**config.mk**
```make
export PLATFORM = sky130hd
export DESIGN_NAME = sie_irq_ctrl
export DESIGN_NICKNAME = d
export VERILOG_FILES = /design/src/rtl/sie_pkg.sv /design/src/rtl/sie_irq_ctrl.sv /design/src/rtl/sie_rise_detect.sv
export SDC_FILE = /design/constraint.sdc
export NUM_CORES = 1
export LEC_CHECK = 0
export ABC_AREA = 0
export BUFFER_PORTS_ARGS = -buffer_cell sky130_fd_sc_hd__buf_2
export CAP_MARGIN = 30
export CELL_PAD_IN_SITES_DETAIL_PLACEMENT = 0
export CELL_PAD_IN_SITES_GLOBAL_PLACEMENT = 1
export CORE_AREA = 8 8 111 83
export DETAILED_ROUTE_END_ITERATION = 8
export DIE_AREA = 0 0 119 91
export GPL_TIMING_DRIVEN = 0
export PLACE_DENSITY_LB_ADDON = 0.1
export SYNTH_ARGS = -nofsm -noshare
export SYNTH_HDL_FRONTEND = slang
export SYNTH_SLANG_ARGS = --single-unit
```
**constraint.sdc**
```tcl
create_clock -name clk -period 2.83 [get_ports clk]
set_clock_uncertainty 0.15 [all_clocks]
set_input_delay 0.283 -clock clk [delete_from_list [all_inputs] [get_ports clk]]
set_output_delay 0.283 -clock clk [all_outputs]
set_load 0.05 [all_outputs]
```
**src/rtl/sie_pkg.sv**
```systemverilog
// Package: register map, reset values and bus types of the interrupt enable block
// Summary of operation
// RULE1 - Enable-set register at 0x04, resets zero, protected
// RULE2 - Writing zero to enable bit changes nothing
// RULE3 - Writing one to enable bit enables source
// RULE4 - Request raised only when enable and flag set
// RULE5 - Reading enable bit returns its current state
// RULE6 - Supply-monitor enables at bits 11, 10, 9
// RULE7 - Frequency-locked-loop enables at bits 8 to 4
// RULE8 - Oscillator-ready enables at bits 3 to 0
// RULE9 - Clear register: writing one disables that enable
// RULE10 - Flag at 0x08 set on status rising edge
// RULE11 - Writing one clears flag, zero leaves it
// RULE12 - All enabled flagged sources ORed to one line
package sie_pkg;

  localparam int          SRC_W            = 12;
  localparam int          DATA_W           = 32;
  localparam int          ADDR_W           = 4;

  // Byte addresses of the registers
  localparam logic [3:0]  OFS_ENABLE_CLEAR = 4'h0;
  localparam logic [3:0]  OFS_ENABLE_SET   = 4'h4; // RULE1
  localparam logic [3:0]  OFS_FLAG         = 4'h8; // RULE10
  localparam logic [3:0]  OFS_STATUS       = 4'hC;

  localparam logic [11:0] ENABLE_RESET     = 12'h000; // RULE1
  localparam logic [11:0] FLAG_RESET       = 12'h000;
  localparam logic [19:0] RESERVED_READ    = 20'h00000;

  // Source bit map shared by enable, flag and status registers
  typedef struct packed {
    logic supply_mon_sync_ready;  // RULE6
    logic supply_mon_detect;
    logic supply_mon_ready;
    logic fll_ref_clock_stopped;  // RULE7
    logic fll_coarse_lock;
    logic fll_fine_lock;
    logic fll_out_of_bounds;
    logic fll_ready;
    logic int_8mhz_osc_ready;     // RULE8
    logic int_32khz_osc_ready;
    logic crystal_32khz_ready;
    logic main_crystal_ready;
  } sie_src_type;

  typedef struct packed {
    logic [ADDR_W-1:0] address;
    logic              read;
    logic              write;
    logic [DATA_W-1:0] writedata;
    logic [3:0]        byteenable;
  } sie_avs_req_type;

  typedef struct packed {
    logic [DATA_W-1:0] readdata;
    logic              waitrequest;
  } sie_avs_rsp_type;

endpackage

```
**src/rtl/sie_irq_ctrl.sv**
```systemverilog
// Interrupt enable set/clear, flags and request line behind Avalon-MM
`timescale 1ns/1ps
module sie_irq_ctrl
(
  input  wire logic                clk,
  input  wire logic                rst,
  input  wire sie_pkg::sie_avs_req_type avs,
  output sie_pkg::sie_avs_rsp_type avsRsp,
  input  wire logic                writeProtect,
  input  wire logic [11:0]         statusPin,
  output logic                     irq
);
  import sie_pkg::*;

  sie_src_type enable;
  sie_src_type flag;
  sie_src_type statusSync;
  sie_src_type statusRise;
  logic        waitReq;
  logic [31:0] readData;
  logic [31:0] next_readData;
  logic [11:0] wrBits;
  logic        wrAccept;
  logic        setWr;
  logic        clrWr;
  logic        flagWr;
  logic        rdStart;

  ////////////////////////////////////////////////////////////////////////
  // Helpers
  function automatic logic hit(input logic [3:0] a, input logic [3:0] ofs);
    return a == ofs;
  endfunction

  function automatic logic [11:0] laneMask(input logic [3:0] be);
    return {{4{be[1]}}, {8{be[0]}}};
  endfunction

  ////////////////////////////////////////////////////////////////////////
  // Status synchroniser and edge detector
  sie_rise_detect uRise
  (
    .clk        (clk),
    .rst        (rst),
    .statusPin  (statusPin),
    .statusSync (statusSync),
    .statusRise (statusRise)
  );

  ////////////////////////////////////////////////////////////////////////
  // Bus decode
  assign wrAccept = avs.write && !waitReq;
  assign rdStart  = avs.read && waitReq;
  assign wrBits   = avs.writedata[11:0] & laneMask(avs.byteenable);
  assign setWr    = wrAccept && !writeProtect
                    && hit(avs.address, OFS_ENABLE_SET); // RULE1
  assign clrWr    = wrAccept && !writeProtect
                    && hit(avs.address, OFS_ENABLE_CLEAR);
  assign flagWr   = wrAccept && hit(avs.address, OFS_FLAG);

  ////////////////////////////////////////////////////////////////////////
  // Waitrequest: one wait cycle, then one accept cycle
  always_ff @(posedge clk)
  begin
    if (rst)
      waitReq <= 1'b1;
    else if (!waitReq)
      waitReq <= 1'b1;
    else if (avs.read || avs.write)
      waitReq <= 1'b0;
  end

  ////////////////////////////////////////////////////////////////////////
  // Read data, captured in the wait cycle
  always_comb
  begin
    next_readData = readData;
    if (rdStart)
    begin
      if (hit(avs.address, OFS_ENABLE_SET) ||
          hit(avs.address, OFS_ENABLE_CLEAR))
        next_readData = {RESERVED_READ, enable}; // RULE5
      else if (hit(avs.address, OFS_FLAG))
        next_readData = {RESERVED_READ, flag};
      else if (hit(avs.address, OFS_STATUS))
        next_readData = {RESERVED_READ, statusSync};
      else
        next_readData = 32'h00000000;
    end
  end

  always_ff @(posedge clk)
  begin
    if (rst)
      readData <= 32'h00000000;
    else
      readData <= next_readData;
  end

  assign avsRsp = '{readdata: readData, waitrequest: waitReq};

  ////////////////////////////////////////////////////////////////////////
  // Enable bits: write one to set, write one to clear
  always_ff @(posedge clk)
  begin
    if (rst)
      enable <= ENABLE_RESET; // RULE1
    else if (setWr)
      enable <= enable | wrBits; // RULE2 RULE3
    else if (clrWr)
      enable <= enable & ~wrBits; // RULE9
  end

  ////////////////////////////////////////////////////////////////////////
  // Flags: set by status edge, which wins over a clear
  always_ff @(posedge clk)
  begin
    if (rst)
      flag <= FLAG_RESET;
    else if (flagWr)
      flag <= (flag & ~wrBits) | statusRise; // RULE10 RULE11
    else
      flag <= flag | statusRise; // RULE10
  end

  ////////////////////////////////////////////////////////////////////////
  // Combined request line
  always_ff @(posedge clk)
  begin
    if (rst)
      irq <= 1'b0;
    else
      irq <= |(enable & flag); // RULE4 RULE12
  end

  ////////////////////////////////////////////////////////////////////////
  // Assertions
  a_reset_disables: assert property ( // RULE1
    @(posedge clk) $fell(rst) |-> (enable == 12'h000 && !irq))
    else $error("enable not cleared by reset");

  a_zero_keeps: assert property ( // RULE2
    @(posedge clk) disable iff (rst)
    setWr |=> (enable & ~$past(wrBits)) == ($past(enable) & ~$past(wrBits)))
    else $error("zero written to set register changed an enable");

  a_one_sets: assert property ( // RULE3
    @(posedge clk) disable iff (rst)
    setWr |=> (enable & $past(wrBits)) == $past(wrBits))
    else $error("one written to set register did not enable");

  a_clear_disables: assert property ( // RULE9
    @(posedge clk) disable iff (rst)
    clrWr |=> ((enable & $past(wrBits)) == 12'h000)
      && ((enable & ~$past(wrBits)) == ($past(enable) & ~$past(wrBits))))
    else $error("clear register write misbehaved");

  a_irq_raised: assert property ( // RULE4 RULE12
    @(posedge clk) disable iff (rst)
    (|(enable & flag)) |=> irq)
    else $error("irq missing for enabled flagged source");

  a_irq_gated: assert property ( // RULE4
    @(posedge clk) disable iff (rst)
    !(|(enable & flag)) |=> !irq)
    else $error("irq raised without enabled flagged source");

  a_read_enable: assert property ( // RULE5
    @(posedge clk) disable iff (rst)
    (rdStart && hit(avs.address, OFS_ENABLE_SET))
      |=> !waitReq && readData == {20'h00000, $past(enable)})
    else $error("enable read back wrong");

  a_flag_sets: assert property ( // RULE10
    @(posedge clk) disable iff (rst)
    (|statusRise) |=> (flag & $past(statusRise)) == $past(statusRise))
    else $error("status edge did not set flag");

  a_flag_clears: assert property ( // RULE11
    @(posedge clk) disable iff (rst)
    flagWr |=> (flag & $past(wrBits & ~statusRise)) == 12'h000
      && (flag & ~$past(wrBits)) == ($past(flag | statusRise)
      & ~$past(wrBits)))
    else $error("flag write one-to-clear misbehaved");

  a_bus_answer: assert property (
    @(posedge clk) disable iff (rst)
    ((avs.read || avs.write) && waitReq) |=> !waitReq ##1 waitReq)
    else $error("waitrequest sequence wrong");

  a_bus_idle: assert property (
    @(posedge clk) disable iff (rst)
    (!(avs.read || avs.write) && waitReq) |=> waitReq)
    else $error("waitrequest dropped without request");

  a_protect_holds: assert property ( // RULE1
    @(posedge clk) disable iff (rst)
    (wrAccept && writeProtect) |=> enable == $past(enable))
    else $error("protected write changed an enable");

  a_reset_irq_low: assert property ( // RULE1
    @(posedge clk) rst |=> (!irq && enable == ENABLE_RESET && waitReq
      && readData == 32'h00000000))
    else $error("reset left irq, enables or bus state set");

  a_read_alias: assert property ( // RULE9
    @(posedge clk) disable iff (rst)
    (rdStart && hit(avs.address, OFS_ENABLE_CLEAR))
      |=> readData == {RESERVED_READ, $past(enable)})
    else $error("clear register read back wrong");

  a_read_flag: assert property ( // RULE10
    @(posedge clk) disable iff (rst)
    (rdStart && hit(avs.address, OFS_FLAG))
      |=> readData == {RESERVED_READ, $past(flag)})
    else $error("flag read back wrong");

  a_read_status: assert property ( // RULE10
    @(posedge clk) disable iff (rst)
    (rdStart && hit(avs.address, OFS_STATUS))
      |=> readData == {RESERVED_READ, $past(statusSync)})
    else $error("status read back wrong");

  a_flag_edge_only: assert property ( // RULE10
    @(posedge clk) disable iff (rst)
    !flagWr |=> (flag & ~$past(flag)) == $past(statusRise & ~flag))
    else $error("flag set without status edge");

endmodule

```
**src/rtl/sie_rise_detect.sv**
```systemverilog
// Synchroniser and rising-edge detector for the status inputs
`timescale 1ns/1ps
module sie_rise_detect
(
  input  wire logic            clk,
  input  wire logic            rst,
  input  wire logic [11:0]     statusPin,
  output sie_pkg::sie_src_type statusSync,
  output sie_pkg::sie_src_type statusRise
);
  import sie_pkg::*;

  logic [11:0] syncFirst;
  logic [11:0] statusPrev;

  ////////////////////////////////////////////////////////////////////////
  // Two-flop synchroniser
  always_ff @(posedge clk)
  begin
    if (rst)
    begin
      syncFirst  <= 12'h000;
      statusSync <= 12'h000;
    end
    else
    begin
      syncFirst  <= statusPin;
      statusSync <= syncFirst;
    end
  end

  ////////////////////////////////////////////////////////////////////////
  // Previous value for edge detection
  always_ff @(posedge clk)
  begin
    if (rst)
      statusPrev <= 12'h000;
    else
      statusPrev <= statusSync;
  end

  assign statusRise = statusSync & ~statusPrev; // RULE10

endmodule

```
==> results of run 1 <==
[worst paths after layout]
kind,to,slack (ns)
max,flag[10],1.21
min,waitReq,0.04
max reg2reg,flag[10],1.21
min reg2reg,flag[3],0.25
[power by group through the flow]
stage / combinational [W] / sequential (W) / clock, W
final: 0.000266 / 0.00110 / 0.000953
after global routing: 0.000289 / 0.00110 / 0.00102
after CTS: 0.000265 / 0.00110 / 0.000973
after detailed placement: 0.000251 / 0.00112 / 0
after global placement: 0.000251 / 0.00112 / 0
after floorplan: 0.000171 / 0.00113 / 0
[layer usage]
metal | track usage [%] | wire (um) | vias up
li1 | - | - | 1159
met1 | 19.4 | 3850 | 972
met2 | 17.8 | 2650 | 69
met3 | 5.69 | 509 | 8
met4 | 4.72 | 71 | 0
met5 | 0 | 0 | -
[cells in the mapped netlist (2+ instances only)]
master / count / area share, %
sky130_fd_sc_hd__a221oi_1: 3 / 0.91
sky130_fd_sc_hd__a22o_1: 15 / 4.6
sky130_fd_sc_hd__a2bb2oi_1: 12 / 3.6
sky130_fd_sc_hd__buf_1: 2 / 0.26
sky130_fd_sc_hd__buf_2: 3 / 0.52
sky130_fd_sc_hd__buf_4: 21 / 5.5
sky130_fd_sc_hd__clkbuf_1: 13 / 1.7
sky130_fd_sc_hd__dfxtp_1: 74 / 51
sky130_fd_sc_hd__inv_1: 12 / 1.6
sky130_fd_sc_hd__mux2i_1: 24 / 8.3
sky130_fd_sc_hd__nand2_1: 37 / 4.8
sky130_fd_sc_hd__nand4_1: 11 / 2.4
sky130_fd_sc_hd__nor2b_1: 25 / 5.4
sky130_fd_sc_hd__o21ai_1: 12 / 2.1
sky130_fd_sc_hd__o311ai_1: 12 / 3.6
[logic make-up after synthesis]
family | Yosys count
AO/OA/AOI/OAI | 57
buffers and inverters | 52
flip-flops | 74
multiplexers | 24
other | 1
AND/OR/NAND/NOR | 82
[layout make-up]
class | count | area [um2]
clock inverters | 5 | 85.1
clock buffers | 11 | 151
fillers | 743 | 3850
flip-flops and latches | 74 | 1480
well taps | 101 | 126
plain buffers | 39 | 229
repair buffers | 59 | 360
inverters | 13 | 48.8
multi-input cells | 183 | 1200
[stage by stage]
stage          total power [W]  instances  worst slack [ns]
2_1_floorplan          0.00130        309              1.18
3_3_place_gp           0.00137        456             0.862
3_5_place_dp           0.00137        456             0.914
4_1_cts                0.00233        485              1.20
5_1_grt                0.00241        485              1.04
6_report               0.00232        485              1.21
[cells in the final DEF, fill, tap and decap left out, types with 2 or more instances in the layout]
| cell type | n |
|---|---|
| sky130_fd_sc_hd__a221oi_1 | 3 |
| sky130_fd_sc_hd__a22o_1 | 15 |
| sky130_fd_sc_hd__a2bb2oi_1 | 12 |
| sky130_fd_sc_hd__buf_1 | 2 |
| sky130_fd_sc_hd__buf_2 | 49 |
| sky130_fd_sc_hd__buf_4 | 21 |
| sky130_fd_sc_hd__bufinv_16 | 2 |
| sky130_fd_sc_hd__clkbuf_1 | 13 |
| sky130_fd_sc_hd__clkbuf_8 | 11 |
| sky130_fd_sc_hd__conb_1 | 20 |
| sky130_fd_sc_hd__dfxtp_1 | 74 |
| sky130_fd_sc_hd__dlygate4sd3_1 | 13 |
| sky130_fd_sc_hd__inv_1 | 12 |
| sky130_fd_sc_hd__mux2i_1 | 24 |
| sky130_fd_sc_hd__nand2_1 | 37 |
| sky130_fd_sc_hd__nand4_1 | 11 |
| sky130_fd_sc_hd__nor2b_1 | 25 |
| sky130_fd_sc_hd__o21ai_1 | 12 |
| sky130_fd_sc_hd__o311ai_1 | 12 |
[critical path: cells and delay by family, from the launching register on]
kind                   cells  cell delay (ns)
and+or+nand+nor            1             0.24
DFF                        1             0.37
AOI/OAI and AO/OA          2             0.48
buffers and inverters      1             0.25
==> tab_implementation.tex, run 1 <==
\begin{tabular}{lr}
\hline
Metric & Value \\
\hline
\multicolumn{2}{l}{\textbf{Worst setup path}} \\
\quad Critical register-to-register path startpoint & waitReq \\
\quad Top fanout value on the critical path & 10 \\
\quad Cell Chain, Critical Path & nand2b\_1 -> buf\_1 -> o311ai\_1 -> o21ai\_1 \\
\quad Data required time of the critical path & 2.91 ns \\
\quad Worst reg-to-reg path cell count & 4 \\
\quad Stage delay of the slowest cell on the critical path & 0.37 ns \\
\quad Crit-path slowest cell & sky130\_fd\_sc\_hd\_\_dfxtp\_1 \\
\quad Startpoint Class & register \\
\quad Worst Path Class, Setup & register to register \\
\quad CP Launch Point & waitReq \\
\quad CP Capture Type & register \\
\quad Worst EP arrival & 1.69 ns \\
\multicolumn{2}{l}{\textbf{Power}} \\
\quad Leak & 1.75 nW \\
\quad Worst-case vdd ir drop & 0.278 mV \\
\quad Clock network fraction of total power & 41.2\% \\
\quad Power per cell area & 630 nW/um2 \\
\quad Total net switching power & 0.000595 W \\
\quad Switching share of power & 25.7\% \\
\quad Sequential share of power & 47.4\% \\
\quad Internal power contribution & 0.00172 W \\
\quad Combinational power share & 11.5\% \\
\multicolumn{2}{l}{\textbf{Clocking}} \\
\quad Post-CTS resize count & 0 \\
\quad Number of sinks handled by clock tree synthesis & 74 \\
\quad Clock-pin slew on the worst setup and hold paths & 0.08 ns \\
\quad Buffer cell driving the clock tree root & sky130\_fd\_sc\_hd\_\_clkbuf\_8 \\
\quad Number of buffers on the longest clock path & 2 \\
\quad TritonCTS clock tree & yes \\
\quad Total clock buffers created by CTS & 9 \\
\quad Later-pin clock latency in the skew report & 0.35 ns \\
\quad Number of levels the H-tree was split into & 3 \\
\quad Post-CTS Hold Fix Bufs & 13 \\
\quad Post-CTS repair timing setup buffer count & 0 \\
\multicolumn{2}{l}{\textbf{STA}} \\
\quad Total count of hold-check failures in the final report & 0 \\
\quad Worst slew margin relative to its limit & 51.0\% \\
\quad Final period utilization & 57.2\% \\
\quad Setup TNS & 0 ns \\
\quad Final count of pins violating max slew & 0 \\
\quad Transition time at the pin with the least slew margin & 0.729 ns \\
\quad Final Hold Slack & 0.0377 ns \\
\quad RSZ-0062 raised after global routing & no \\
\quad Final-report setup violation count & 0 \\
\quad Shortest period the worst path allows & 1.62 ns \\
\quad Highest achievable clock rate & 0.618 GHz \\
\multicolumn{2}{l}{\textbf{Synth}} \\
\quad Post-synthesis instance area & 2880 um2 \\
\quad Synthesized area per cell & 9.94 um2 \\
\quad Post-synthesis xor/xnor area fraction & 0\% \\
\quad Dominant register cell in the synthesized netlist & sky130\_fd\_sc\_hd\_\_dfxtp\_1 \\
\quad Basic-gate share of the synthesized area counting and, or, nand and nor cells & 15.1\% \\
\quad EDFF count, synth & 0 \\
\quad Largest family of logic cells by synthesized area & compound AO/OA/AOI/OAI gates \\
\quad Share of the synthesized area in compound gates (AO/OA/AOI/OAI) & 15.5\% \\
\quad Proportion of synthesized chip area in sequential cells & 51.4\% \\
\quad Flip-flop and latch count after synthesis & 74 \\
\quad Synthesis Warnings & 0 \\
\quad Fraction of registers with async set or reset after synthesis & 0\% \\
\quad Post-synth cell types & 29 \\
\quad Mapped Cells & 290 \\
\quad Adder-cell share of the synthesized area & 0\% \\
\quad Share of synthesized area spent on multiplexers & 8.33\% \\
\multicolumn{2}{l}{\textbf{Cells and area}} \\
\quad Count of antenna diodes in the layout & 0 \\
\quad Fraction of layout instances using a drive strength above 1 & 23.2\% \\
\quad Number of nets in the final layout & 436 \\
\quad Post-route cell area & 3680 um2 \\
\quad Share of the core filled with cells & 48.8\% \\
\quad Post-synthesis to final-layout area growth & 27.5\% \\
\multicolumn{2}{l}{\textbf{Placed design}} \\
\quad Instance area at placement & 3310 um2 \\
\quad GP Congestion & 0.777 \\
\quad HPWL after detailed placement & 5.45 mm \\
\quad Count of input and output buffers & 46 \\
\multicolumn{2}{l}{\textbf{Die}} \\
\quad Area of the die & 10800 um2 \\
\quad Die W & 119 um \\
\quad Initial core utilization & 38.3\% \\
\quad Num ports & 91 \\
\quad Die Ht & 91 um \\
\quad Rows & 27 \\
\quad Core outline area & 7530 um2 \\
\multicolumn{2}{l}{\textbf{Routing}} \\
\quad Via-to-Cell Ratio & 4.55 \\
\quad Detailed-route DRC error count & 0 \\
\quad WL/cell & 14.6 um \\
\quad Number of iterations in the first detailed-routing pass & 4 \\
\quad Antenna-violating nets left & 0 \\
\quad Vias post-DR & 2208 \\
\quad 1st-iter DRT viols & 114 \\
\quad Overall routed net length & 7.08 mm \\
\multicolumn{2}{l}{\textbf{GRT}} \\
\quad Initial antenna violation count & 0 \\
\quad Overflow left after global routing & 0 \\
\quad Overall routing resource usage & 13.7\% \\
\quad Via count of the first global-routing pass & 2134 \\
\quad Global-route wire length before repair & 11.6 mm \\
\quad Pin count of the biggest net entering global routing & 14 \\
\multicolumn{2}{l}{\textbf{Outcome}} \\
\quad Outcome & complete, no violations \\
\multicolumn{2}{l}{\textbf{Worst hold path}} \\
\quad Worst Hold Path Cells & 2 \\
\quad Hold WC Path Type & primary input to register \\
\quad Critical hold path startpoint & avs[36] \\
\multicolumn{2}{l}{\textbf{Run}} \\
\quad Max\_cap viols & 0 \\
\hline
\end{tabular}
Power figures use the tool's default switching activity.
==> run 2, diff against run 1 <==
Settings changed: CORE_AREA 8 8 111 83 to 8 8 120 89, DIE_AREA 0 0 119 91 to 0 0 128 97.
Clock period 2.83 ns to 1.3 ns, I/O delays scaled along.
==> run 2 against run 1 <==
The run now ends with negative setup slack left; total power grew 130%; cell area grew 15%; flip-flop and latch count is the same; utilization shrank 0.57 points; non-clock buffer count grew 18; sequential power grew 120%; via count grew 3.8%; hold slack lost 0.019 ns; clock-buffer cell count is the same; final cell count grew 8.5%; combinational power grew to 2.7 times the previous value; wire length grew 13%; critical endpoint unchanged; largest power group unchanged.
==> tab_implementation.tex, run 2 (same netlist as run 1, synthesis figures left out) <==
\begin{tabular}{lr}
\hline
Metric & Value \\
\hline
\multicolumn{2}{l}{\textbf{Outcome}} \\
\quad Outcome & complete, but fails checks \\
\quad Violated checks & negative setup slack \\
\multicolumn{2}{l}{\textbf{STA}} \\
\quad Shortest period the worst path allows & 1.36 ns (-0.256 ns) \\
\quad Total count of hold-check failures in the final report & 0 (unchanged) \\
\quad Highest achievable clock rate & 0.734 GHz (+19\%) \\
\quad Final WS setup & -0.0619 ns (-1.27 ns) \\
\quad RSZ-0062 raised after global routing & yes \\
\quad Final period utilization & 105\% (+48 points) \\
\quad Final-report setup violation count & 9 (+9) \\
\quad Final count of pins violating max slew & 0 (unchanged) \\
\multicolumn{2}{l}{\textbf{GRT}} \\
\quad Pin count of the biggest net entering global routing & 14 (unchanged) \\
\quad Initial antenna violation count & 0 (unchanged) \\
\quad Overflow left after global routing & 0 (unchanged) \\
\quad Via count of the first global-routing pass & 2332 (+9.3\%) \\
\quad Overall routing resource usage & 13.1\% (-0.59 points) \\
\quad Global-route wire length before repair & 12.6 mm (+8.3\%) \\
\multicolumn{2}{l}{\textbf{Routing}} \\
\quad Number of iterations in the first detailed-routing pass & 4 (unchanged) \\
\quad Overall routed net length & 7.96 mm (+13\%) \\
\quad WL/cell & 15.1 um (+3.8\%) \\
\quad Met3 routed wirelength & 622 um (+22\%) \\
\quad Detailed-route DRC error count & 0 (unchanged) \\
\quad Antenna-violating nets left & 0 (unchanged) \\
\quad Metal1 wirelength & 4.08 mm (+6.0\%) \\
\quad Highest routing layer actually used & met4 \\
\quad Vias post-DR & 2293 (+3.8\%) \\
\quad 1st-iter DRT viols & 129 (+13\%) \\
\quad Met2 wire len & 3.10 mm (+17\%) \\
\quad Via-to-Cell Ratio & 4.36 (-4.2\%) \\
\multicolumn{2}{l}{\textbf{Die}} \\
\quad Num ports & 91 (unchanged) \\
\quad Die Ht & 97 um (+6.6\%) \\
\quad Core outline area & 8780 um2 (+17\%) \\
\quad Initial core utilization & 32.8\% (-5.4 points) \\
\quad Rows & 29 (+7.4\%) \\
\quad Area of the die & 12400 um2 (+15\%) \\
\quad Die W & 128 um (+7.6\%) \\
\multicolumn{2}{l}{\textbf{Clocking}} \\
\quad Number of levels the H-tree was split into & 3 (unchanged) \\
\quad Clock-pin slew on the worst setup and hold paths & 0.06 ns (-0.02 ns) \\
\quad Number of sinks handled by clock tree synthesis & 74 (unchanged) \\
\quad Buffer cell driving the clock tree root & sky130\_fd\_sc\_hd\_\_clkbuf\_16 \\
\quad Total clock buffers created by CTS & 9 (unchanged) \\
\quad Later-pin clock latency in the skew report & 0.33 ns (-0.02 ns) \\
\quad TritonCTS clock tree & yes \\
\quad Number of buffers on the longest clock path & 2 (unchanged) \\
\multicolumn{2}{l}{\textbf{Cells and area}} \\
\quad Leading cell type in the layout, fill and taps excluded & sky130\_fd\_sc\_hd\_\_dfxtp\_1 \\
\quad Commonest cells after routing, fill and taps aside & sky130\_fd\_sc\_hd\_\_dfxtp\_1, sky130\_fd\_sc\_hd\_\_buf\_2, sky130\_fd\_sc\_hd\_\_nand2\_1 \\
\quad Fraction of layout instances using a drive strength above 1 & 29.1\% (+5.9 points) \\
\quad Number of nets in the final layout & 454 (+4.1\%) \\
\quad Count of antenna diodes in the layout & 0 (unchanged) \\
\quad Non-Filler Instances & 526 (+8.5\%) \\
\quad Filler cell count in the final layout & 854 (+15\%) \\
\quad Post-synthesis to final-layout area growth & 46.9\% \\
\multicolumn{2}{l}{\textbf{Placed design}} \\
\quad HPWL after detailed placement & 5.80 mm (+6.4\%) \\
\quad Number of cells after detailed placement & 479 (+5.0\%) \\
\quad Placement-stage worst setup slack & -0.567 ns (-1.48 ns) \\
\quad Count of input and output buffers & 46 (unchanged) \\
\quad GP Congestion & 0.789 (+1.5\%) \\
\multicolumn{2}{l}{\textbf{Worst hold path}} \\
\quad Worst Hold Path Cells & 3 (+1) \\
\quad Critical hold path startpoint & avs[9] \\
\quad Hold WC Path Type & primary input to register \\
\multicolumn{2}{l}{\textbf{Worst setup path}} \\
\quad Crit-path slowest cell & sky130\_fd\_sc\_hd\_\_dfxtp\_4 \\
\quad CP Launch Point & waitReq \\
\quad Worst Path Class, Setup & register to register \\
\quad Cell Chain, Critical Path & nand2b\_4 -> clkbuf\_16 -> o311ai\_4 -> o21ai\_1 \\
\quad Worst EP arrival & 1.43 ns (-0.26 ns) \\
\quad Worst reg-to-reg path cell count & 4 (unchanged) \\
\quad Register-to-Register Setup Slack & -0.06 ns (-1.27 ns) \\
\quad CP Capture Type & register \\
\quad Stage delay of the slowest cell on the critical path & 0.36 ns (about the same) \\
\quad Count of buffer and inverter cells on the critical path & 1 (unchanged) \\
\quad Kind of cell adding the most delay to the critical path & flip-flops \\
\quad Reg-to-Reg End & flag[10] \\
\quad Data required time of the critical path & 1.36 ns (-1.55 ns) \\
\quad Startpoint Class & register \\
\quad Critical register-to-register path startpoint & waitReq \\
\quad Top fanout value on the critical path & 7 (-3) \\
\multicolumn{2}{l}{\textbf{Power}} \\
\quad Worst-case vdd ir drop & 0.591 mV (+110\%) \\
\quad Power per cell area & 1280 nW/um2 (+100\%) \\
\quad Leak & 1.96 nW (+12\%) \\
\multicolumn{2}{l}{\textbf{Run}} \\
\quad Max\_cap viols & 0 (unchanged) \\
\hline
\end{tabular}
==> run 2: layer usage <==
layer,vias up,track usage (%)
met5,-,0
met1,1000,18.0
met2,76,18.0
met4,0,4.37
li1,1203,-
met3,14,4.93
==> run 2: repair_timing <==
action,CTS,global route
pin swaps,0,11
gates cloned,0,2
endpoints found under the setup margin,43,29
resized for setup,33,24
hold buffers,26,1
hold endpoints to repair,27,1
setup buffers,0,2
==> run 2: how the worst max path moves through the flow <==
stage / cells past startpoint / end
floorplan: 5 / flag[10]
global placement: 6 / flag[2]
detailed placement: 6 / register
CTS: 4 / flag[6]
global route: 4 / flag[10]
finish: 4 / flag[10]
==> run 2: report_power, final <==
| group | switching, W | internal (W) |
|---|---|---|
| Combinational | 0.000425 | 0.000286 |
| Sequential | 0.0000527 | 0.00235 |
| Clock | 0.000951 | 0.00135 |
| Total | 0.00143 | 0.00399 |
==> run 2: final cells by class <==
class,instances,area [um2],share of cell area [%]
sequential,74,1490,35.0
multi-input combinational,183,1400,33.0
timing repair buffer,77,581,13.7
buffer,39,288,6.79
clock buffer,11,243,5.73
tap,124,155,3.66
inverter,13,48.8,1.15
clock inverter,5,38.8,0.915
==> run 2: worst register-to-register path: stages (launching register included) <==
cell and delay (ns):
sky130_fd_sc_hd__dfxtp_4 0.36, sky130_fd_sc_hd__nand2b_4 0.19, sky130_fd_sc_hd__clkbuf_16 0.19, sky130_fd_sc_hd__o311ai_4 0.26, sky130_fd_sc_hd__o21ai_1 0.09
==> run 2: per-stage QoR <==
step / power, W / setup TNS (ns) / utilization, % / cell area, um2 / hold WS [ns]
after floorplan: 0.00284 / -1.37 / - / 2970 / 0.0516
after global placement: 0.00300 / -17.23 / 38.2 / 3360 / 0.190
after detailed placement: 0.00300 / -16.74 / 38.2 / 3360 / 0.192
after CTS: 0.00543 / -0.299 / 46.3 / 4070 / 0.000225
after global routing: 0.00563 / -0.786 / 48.3 / 4240 / 0.0242
final: 0.00541 / -0.281 / 48.3 / 4240 / 0.0184
